--- src/inc/psl_map.svh ---
// register offsets, field positions, reset values and counts of the strap latch
`ifndef PSL_MAP_SVH
`define PSL_MAP_SVH

`define PSL_STATUS_OFS      12'h000
`define PSL_CONTROL_OFS     12'h004

`define PSL_CTRL_CONT_BIT   0

`define PSL_ST_PG_LSB       0
`define PSL_ST_RST_LSB      8
`define PSL_ST_STATE_LSB    10
`define PSL_ST_DONE_BIT     14

`define PSL_RG_TRISTATE     0
`define PSL_RG_SELF_TEST    1

`define PSL_PG_SVC_BOOT     0
`define PSL_PG_TRUST_PLAT   1
`define PSL_PG_HALT         2
`define PSL_PG_FW_AGENT     3
`define PSL_PG_TRUST_AGENT  4
`define PSL_PG_SAFE_MODE    5
`define PSL_PG_SOCKET_LSB   6

`define PSL_RG_RESET        2'h0
`define PSL_PG_RESET        8'h00
`define PSL_PRDATA_RESET    32'h0000_0000

`define PSL_SELF_TEST_CYCLES 64

`endif

--- src/inc/psl_pkg.sv ---
// types shared by the strap latch design
package psl_pkg;

    typedef enum logic [3:0] {
        PSL_IDLE     = 4'h1,
        PSL_SELFTEST = 4'h2,
        PSL_HALT     = 4'h4,
        PSL_RUN      = 4'h8
    } psl_state_e;

    typedef logic [1:0] psl_rg_t;
    typedef logic [7:0] psl_pg_t;

endpackage

--- src/core/psl_capture.sv ---
// edge-triggered capture register for one group of straps
`timescale 1ns/10ps
module psl_capture #(
    parameter int          WIDTH     = 8,
    parameter logic [WIDTH-1:0] RESET_VAL = '0
) (
    input  wire logic             pclk,
    input  wire logic             presetn,
    input  wire logic             trigger,
    input  wire logic [WIDTH-1:0] d,
    output logic      [WIDTH-1:0] q_ff
);

    logic [WIDTH-1:0] nxt_q;

    // hold unless the own latching edge arrives
    always_comb begin
        nxt_q = q_ff;
        if (trigger) begin
            nxt_q = d;
        end
    end

    always_ff @(posedge pclk or negedge presetn) begin
        if (!presetn) begin
            q_ff <= RESET_VAL;
        end else begin
            q_ff <= nxt_q;
        end
    end

endmodule // psl_capture

--- src/core/psl_strap_latch.sv ---
// power-on strap latch with power-up sequencer and apb status/control
`timescale 1ns/10ps
`include "psl_map.svh"
module psl_strap_latch
    import psl_pkg::*;
#(
    parameter int SELF_TEST_CYCLES = `PSL_SELF_TEST_CYCLES
) (
    input  wire logic        pclk,
    input  wire logic        presetn,
    input  wire logic        psel,
    input  wire logic        penable,
    input  wire logic        pwrite,
    input  wire logic [11:0] paddr,
    input  wire logic [31:0] pwdata,
    output logic      [31:0] prdata,
    output logic             pready,
    output logic             pslverr,
    input  wire logic        reset_l,
    input  wire logic        power_good_in,
    input  wire logic        thermal_hot_l,
    input  wire logic        self_test_request,
    input  wire logic        service_processor_boot,
    input  wire logic        trusted_platform_enable,
    input  wire logic        powerup_halt_l,
    input  wire logic        firmware_agent_enable,
    input  wire logic        trusted_agent_enable,
    input  wire logic        safe_mode_boot,
    input  wire logic [1:0]  socket_number,
    output logic             output_tristate,
    output logic             self_test_active,
    output logic             self_test_done,
    output logic             powerup_halted,
    output logic             boot_running,
    output logic             safe_mode_active,
    output logic             service_processor_mode,
    output logic             trusted_platform_mode,
    output logic             firmware_agent_mode,
    output logic             trusted_agent_mode,
    output logic [1:0]       socket_id
);

    localparam int CNT_W = $clog2(SELF_TEST_CYCLES + 1);

    // edge detection state
    logic           rst_prev_ff;
    logic           pg_prev_ff;
    logic           nxt_rst_prev;
    logic           nxt_pg_prev;
    logic           rst_rise;
    logic           pg_rise;

    // latched strap groups
    psl_rg_t        rg_d;
    psl_rg_t        rg_ff;
    psl_pg_t        pg_d;
    psl_pg_t        pg_ff;

    // sequencer state
    psl_state_e     state_ff;
    psl_state_e     nxt_state;
    logic [CNT_W-1:0] cnt_ff;
    logic [CNT_W-1:0] nxt_cnt;
    logic           done_ff;
    logic           nxt_done;
    logic           safe_ff;
    logic           nxt_safe;

    // apb state
    logic [31:0]    prdata_ff;
    logic [31:0]    nxt_prdata;
    logic [31:0]    status_word;
    logic           hit_status;
    logic           hit_control;
    logic           access;
    logic           cont_pulse;

    assign nxt_rst_prev = reset_l;
    assign nxt_pg_prev  = power_good_in;

    always_ff @(posedge pclk or negedge presetn) begin
        if (!presetn) begin
            rst_prev_ff <= 1'b0;
            pg_prev_ff  <= 1'b0;
        end else begin
            rst_prev_ff <= nxt_rst_prev;
            pg_prev_ff  <= nxt_pg_prev;
        end
    end

    assign rst_rise = reset_l & ~rst_prev_ff;
    assign pg_rise  = power_good_in & ~pg_prev_ff;

    always_comb begin
        rg_d = `PSL_RG_RESET;
        rg_d[`PSL_RG_TRISTATE]  = ~thermal_hot_l;
        rg_d[`PSL_RG_SELF_TEST] = self_test_request;
    end

    always_comb begin
        pg_d = `PSL_PG_RESET;
        pg_d[`PSL_PG_SVC_BOOT]    = service_processor_boot;
        pg_d[`PSL_PG_TRUST_PLAT]  = trusted_platform_enable;
        pg_d[`PSL_PG_HALT]        = ~powerup_halt_l;
        pg_d[`PSL_PG_FW_AGENT]    = firmware_agent_enable;
        pg_d[`PSL_PG_TRUST_AGENT] = trusted_agent_enable;
        pg_d[`PSL_PG_SAFE_MODE]   = safe_mode_boot;
        pg_d[`PSL_PG_SOCKET_LSB +: 2] = socket_number;
    end

    psl_capture #(
        .WIDTH     ($bits(psl_rg_t)),
        .RESET_VAL (`PSL_RG_RESET)
    ) u_rst_group (
        .pclk    (pclk),
        .presetn (presetn),
        .trigger (rst_rise),
        .d       (rg_d),
        .q_ff    (rg_ff)
    );

    psl_capture #(
        .WIDTH     ($bits(psl_pg_t)),
        .RESET_VAL (`PSL_PG_RESET)
    ) u_pg_group (
        .pclk    (pclk),
        .presetn (presetn),
        .trigger (pg_rise),
        .d       (pg_d),
        .q_ff    (pg_ff)
    );

    // power-up sequencer
    always_comb begin
        nxt_state = state_ff;
        nxt_cnt   = cnt_ff;
        nxt_done  = done_ff;
        case (state_ff)
            PSL_IDLE: begin
                if (rst_rise) begin
                    nxt_done = 1'b0;
                    if (self_test_request) begin
                        nxt_state = PSL_SELFTEST;
                        nxt_cnt   = CNT_W'(SELF_TEST_CYCLES - 1);
                    end else if (pg_ff[`PSL_PG_HALT]) begin
                        nxt_state = PSL_HALT;
                    end else begin
                        nxt_state = PSL_RUN;
                    end
                end
            end
            PSL_SELFTEST: begin
                if (cnt_ff == '0) begin
                    nxt_done = 1'b1;
                    if (pg_ff[`PSL_PG_HALT]) begin
                        nxt_state = PSL_HALT;
                    end else begin
                        nxt_state = PSL_RUN;
                    end
                end else begin
                    nxt_cnt = cnt_ff - CNT_W'(1);
                end
            end
            PSL_HALT: begin
                if (cont_pulse) begin
                    nxt_state = PSL_RUN;
                end
            end
            PSL_RUN: begin
                nxt_state = PSL_RUN;
            end
            default: begin
                nxt_state = PSL_IDLE;
            end
        endcase
        if (!reset_l) begin
            nxt_state = PSL_IDLE;
            nxt_cnt   = '0;
        end
    end

    assign nxt_safe = (nxt_state == PSL_RUN) & pg_ff[`PSL_PG_SAFE_MODE];

    always_ff @(posedge pclk or negedge presetn) begin
        if (!presetn) begin
            state_ff <= PSL_IDLE;
            cnt_ff   <= '0;
            done_ff  <= 1'b0;
            safe_ff  <= 1'b0;
        end else begin
            state_ff <= nxt_state;
            cnt_ff   <= nxt_cnt;
            done_ff  <= nxt_done;
            safe_ff  <= nxt_safe;
        end
    end

    assign output_tristate        = rg_ff[`PSL_RG_TRISTATE];
    assign self_test_active       = (state_ff == PSL_SELFTEST);
    assign powerup_halted         = (state_ff == PSL_HALT);
    assign boot_running           = (state_ff == PSL_RUN);
    assign self_test_done         = done_ff;
    assign safe_mode_active       = safe_ff;
    assign service_processor_mode = pg_ff[`PSL_PG_SVC_BOOT];
    assign trusted_platform_mode  = pg_ff[`PSL_PG_TRUST_PLAT];
    assign firmware_agent_mode    = pg_ff[`PSL_PG_FW_AGENT];
    assign trusted_agent_mode     = pg_ff[`PSL_PG_TRUST_AGENT];
    assign socket_id              = pg_ff[`PSL_PG_SOCKET_LSB +: 2];

    // apb slave, zero wait states
    assign hit_status  = (paddr == `PSL_STATUS_OFS);
    assign hit_control = (paddr == `PSL_CONTROL_OFS);
    assign access      = psel & penable;
    assign pready      = 1'b1;
    assign pslverr     = access & ~(hit_control | (hit_status & ~pwrite));
    assign cont_pulse  = access & pwrite & hit_control & pwdata[`PSL_CTRL_CONT_BIT];

    always_comb begin
        status_word = `PSL_PRDATA_RESET;
        status_word[`PSL_ST_PG_LSB +: 8]    = pg_ff;
        status_word[`PSL_ST_RST_LSB +: 2]   = rg_ff;
        status_word[`PSL_ST_STATE_LSB +: 4] = state_ff;
        status_word[`PSL_ST_DONE_BIT]       = done_ff;
    end

    // read data captured in the setup cycle
    always_comb begin
        nxt_prdata = prdata_ff;
        if (psel & ~penable & ~pwrite) begin
            nxt_prdata = hit_status ? status_word : `PSL_PRDATA_RESET;
        end
    end

    always_ff @(posedge pclk or negedge presetn) begin
        if (!presetn) begin
            prdata_ff <= `PSL_PRDATA_RESET;
        end else begin
            prdata_ff <= nxt_prdata;
        end
    end

    assign prdata = prdata_ff;
endmodule // psl_strap_latch

--- config.mk ---
export PLATFORM = sky130hd
export DESIGN_NAME = psl_strap_latch
export DESIGN_NICKNAME = d
export VERILOG_FILES = /design/src/inc/psl_pkg.sv /design/src/core/psl_capture.sv /design/src/core/psl_strap_latch.sv
export VERILOG_INCLUDE_DIRS = /design/src /design/src/inc
export SDC_FILE = /design/constraint.sdc
export NUM_CORES = 1
export LEC_CHECK = 0
export ABC_AREA = 1
export BUFFER_PORTS_ARGS = -buffer_cell sky130_fd_sc_hd__buf_2
export CAP_MARGIN = 20
export CORE_MARGIN = 3
export CORE_UTILIZATION = 40
export CTS_BUF_LIST = sky130_fd_sc_hd__clkbuf_8
export DETAILED_ROUTE_END_ITERATION = 8
export PLACE_DENSITY = 0.76
export SYNTH_ARGS = -nofsm -noshare
export SYNTH_HDL_FRONTEND = slang
export SYNTH_SLANG_ARGS = --single-unit
--- constraint.sdc ---
create_clock -name pclk -period 1.6 [get_ports pclk]
set_input_delay 0.32 -clock pclk [delete_from_list [all_inputs] [get_ports pclk]]
set_output_delay 0.32 -clock pclk [all_outputs]
set_load 0.02 [all_outputs]
==> metrics.md <==
| Metric | Value |
|---|---|
| Worst-path maximum fanout | 5 |
| Final slew viol count | 0 |
| Worst setup EP type | output pin |
| Placed Area | 0.00252 sq mm |
| Clock power share | 27.7% |
| Core region area | 0.00524 sq mm |
| Post-synthesis cell count | 258 |
| Power Dens Cells | 834 mW/mm^2 |
| First-pass GRT wire length | 7380 um |
| Final Skew | 0.00544 ns |
| Yosys warns | 0 |
| Fin crit period | 1.56 ns |
| Final instance area | 0.00269 sq mm |
| Share of the synthesized area in the top cell type | 43.7% |
| Setup violators final | 0 |
| Site Rows | 26 |
| Largest net degree at the start of global routing | 41 |
| Run status | completed |
| CTS root buf | clkbuf_8 |
| Tcrit/Tclk final | 97.8% |
| Mapped cell area | 0.00223 sq mm |
| Sequential Power Share | 50.6% |
| CTS tree | done |
| GPL Wtd Cong | 0.845 |
| DR vias | 1777 |
| Cts hold-fix bufs | 0 |
| Synth area leader | dfrtp_1 |
| Logic pwr share | 21.6% |
| Congestion Overflow GR | 0 |
| Initial antenna violation count | 0 |
| CTS Buf Count | 5 |
| Internal power | 1.54 mW |
| # fillers | 518 |
| Initial core utilization | 42.6% |
| Skew-Pair Late Insertion Delay | 0.29 ns |
| Final nets | 384 |
| GRT Total Usage | 14.8% |
| Layout cells sized above 1 | 37.2% |
| Pre-antenna DRT Iters | 4 |
| CP required | 1.28 ns |
| Leakage | 1.38 nW |
| Routed WL per cell | 11.5 um |
| Final Hold Violating Endpoints | 0 |
| Max_cap viols | 0 |
| Seq/Total Area, Yosys | 44.9% |
| Post-Route WL | 4500 um |
| Crit path arrival time | 1.24 ns |
| Num ports | 107 |
| Main area contributors after synthesis | dfrtp_1 (44%), nand2_1 (9.9%), buf_4 (6.7%) |
| Sw Ratio | 31.0% |
| Syn-to-layout area delta | 20.4% |
| Psw | 0.695 mW |
| Yosys reg bits | 40 |
| Flop-to-flop setup slack | 0.10 ns |
| Mean Syn Cell Area | 8.65 sq um |
| Fmax | 639 MHz |
| Hold WS | 0.0724 ns |
| DIE AREA | 0.00651 sq mm |
| CTS clk-pin slew, worst paths | 0.07 ns |
| Initial DRC Count | 50 |
| Terminus of the critical flop-to-flop path | cnt_ff[2]$_DFFE_PN0P_ |
| Vias in the first global route | 1640 |
| Startpoint Class | flop |
| Reg2reg start | state_ff[0]$_DFF_PN1_ |
| Die Y | 80.7 um |
| Synth unique cells | 32 |
| Clock sink count | 40 |
| Worst VDD drop | 0.454 mV |
| DRC | 0 |
| Vias per inst | 4.52 |
| HPWL after DPL | 3400 um |
| Class of the worst hold path | input pin to async pin |
| CP Class | flop to output pin |
| H-Tree Depth | 2 |
| Ant diodes | 0 |
| Buffers on Ports | 57 |
| ANT nets after route | 0 |
| Max Root-Sink Buffers | 2 |
| Worst R2R Path Depth | 9 |
| Die X | 80.7 um |
==> power groups by stage <==
stage	sequential [mW]	clock [mW]	combinational (mW)
final	1.13	0.621	0.484
after global routing	1.14	0.682	0.539
after CTS	1.13	0.656	0.470
after detailed placement	1.15	0	0.461
after global placement	1.15	0	0.449
after floorplan	1.17	0	0.338
==> cell families after synthesis <==
logic type                 count (synthesis)  synth area share [%]
other                                      2                 0.337
xor gates and xnor gates                   1                 0.393
buffers and inverters                     61                  14.5
DFF                                       40                  44.9
and+or+nand+nor                          116                  24.6
muxes                                      6                  3.03
AOI/OAI and AO/OA                         31                  11.7
adders and majority gates                  1                 0.561
==> flip-flops by register name (all words and copies together), names as in the netlist <==
signal and count:
prdata 15, u_pg_group.q_ff 8, cnt_ff 7, state_ff 4, u_rst_group.q_ff 2, pg_prev_ff 1
rst_prev_ff 1, safe_mode_active 1, self_test_done 1
==> placed cells by master (no fill, tap or decap) <==
cell type | synthesis | layout
dfstp_2 | 1 | 1
nor2_1 | 22 | 20
mux2_2 | 6 | 6
nor3_2 | 1 | 1
nand2_1 | 59 | 59
nor2_4 | 1 | 4
ha_2 | 0 | 1
o21ai_4 | 1 | 1
dfrtp_1 | 39 | 38
nor3b_4 | 0 | 1
dfrtp_2 | 0 | 1
o21ai_0 | 6 | 6
inv_1 | 33 | 33
nand2_4 | 2 | 2
conb_1 | 2 | 18
clkinv_2 | 0 | 1
o21ai_1 | 3 | 3
nand3_2 | 1 | 3
nand3_1 | 15 | 13
o21a_1 | 1 | 1
buf_12 | 0 | 1
buf_4 | 20 | 11
nor2_8 | 1 | 1
a21oi_4 | 1 | 1
buf_2 | 3 | 54
clkbuf_8 | 0 | 5
inv_2 | 3 | 5
a21oi_1 | 4 | 4
nor2_2 | 3 | 2
nand2_2 | 8 | 8
or2_1 | 1 | 1
nand3b_1 | 1 | 1
o22ai_2 | 10 | 10
o22ai_1 | 5 | 5
xor2_1 | 1 | 1
==> area by class of cell <==
cell class | count | area [sq um] | area share [%]
Clock buffer | 5 | 68.8 | 2.56
Clock inverter | 3 | 12.5 | 0.466
Inverter | 36 | 135 | 5.03
Multi-Input combinational cell | 173 | 1000 | 37.4
Sequential cell | 40 | 1000 | 37.4
Tap cell | 70 | 87.6 | 3.26
Timing Repair Buffer | 66 | 373 | 13.9
==> how the worst max path moves through the flow <==
stage                                     start  cells past startpoint               endpoint  slack (ns)
after floorplan                        paddr[1]                      4                pslverr        0.25
after global placement                paddr[11]                      7                pslverr        0.11
after detailed placement              paddr[11]                      7                pslverr        0.06
after CTS                 state_ff[1]$_DFF_PN0_                      4         powerup_halted       0.003
after global routing      state_ff[0]$_DFF_PN1_                      9  cnt_ff[0]$_DFFE_PN0P_       -0.02
final                     state_ff[0]$_DFF_PN1_                      4       self_test_active        0.04
==> worst max-delay path, stage by stage (launching register included) <==
cell	delay, ns
dfstp_2	0.59
inv_2	0.06
nand2_2	0.10
nor2_8	0.05
buf_4	0.15
==> per-layer routing <==
| layer | track usage, % | part of all wire, % | vias up |
|---|---|---|---|
| met5 | 0 | 0 | - |
| met4 | 6.25 | 2.8 | 0 |
| met3 | 3.59 | 5.6 | 14 |
| met2 | 26.2 | 50 | 56 |
| met1 | 16.9 | 42 | 807 |
| li1 | - | - | 900 |
==> cell usage after synthesis <==
cell,count
or2_1,1
nand2_4,2
o21ai_1,3
a21oi_4,1
buf_6,2
nand2_2,8
nand2_1,59
nor2_1,22
nand3_1,15
nor2_4,1
inv_2,3
a21oi_1,4
buf_2,3
conb_1,2
mux2_2,6
inv_1,33
dfrtp_1,39
nor2_2,3
nand3_2,1
o22ai_1,5
nand3b_1,1
o21a_1,1
nor2_8,1
o21ai_4,1
xor2_1,1
buf_4,20
ha_1,1
nor3_2,1
dfstp_2,1
nor3b_2,1
o22ai_2,10
o21ai_0,6
==> stage by stage <==
stage	power [mW]	std cells	TNS, ns	utilization, %	setup WS [ns]
finish	2.24	393	0	51.3	0.0358
global route	2.37	393	-0.0365	51.3	-0.0170
CTS	2.26	391	0	50.2	0.00292
detailed placement	1.61	380	0	48.2	0.0602
global placement	1.60	380	0	48.2	0.110
floorplan	1.51	274	0	-	0.246
==> repair_timing <==
item / 4_1_cts / 5_1_grt
pin swaps: 0 / 2
gates cloned: 0 / 0
gates resized for setup: 1 / 13
setup endpoints to repair: 3 / 12
endpoints found under the hold margin: 0 / 0
buffers inserted: 3 / 2
Note: power is estimated with default switching activity, not from simulation.
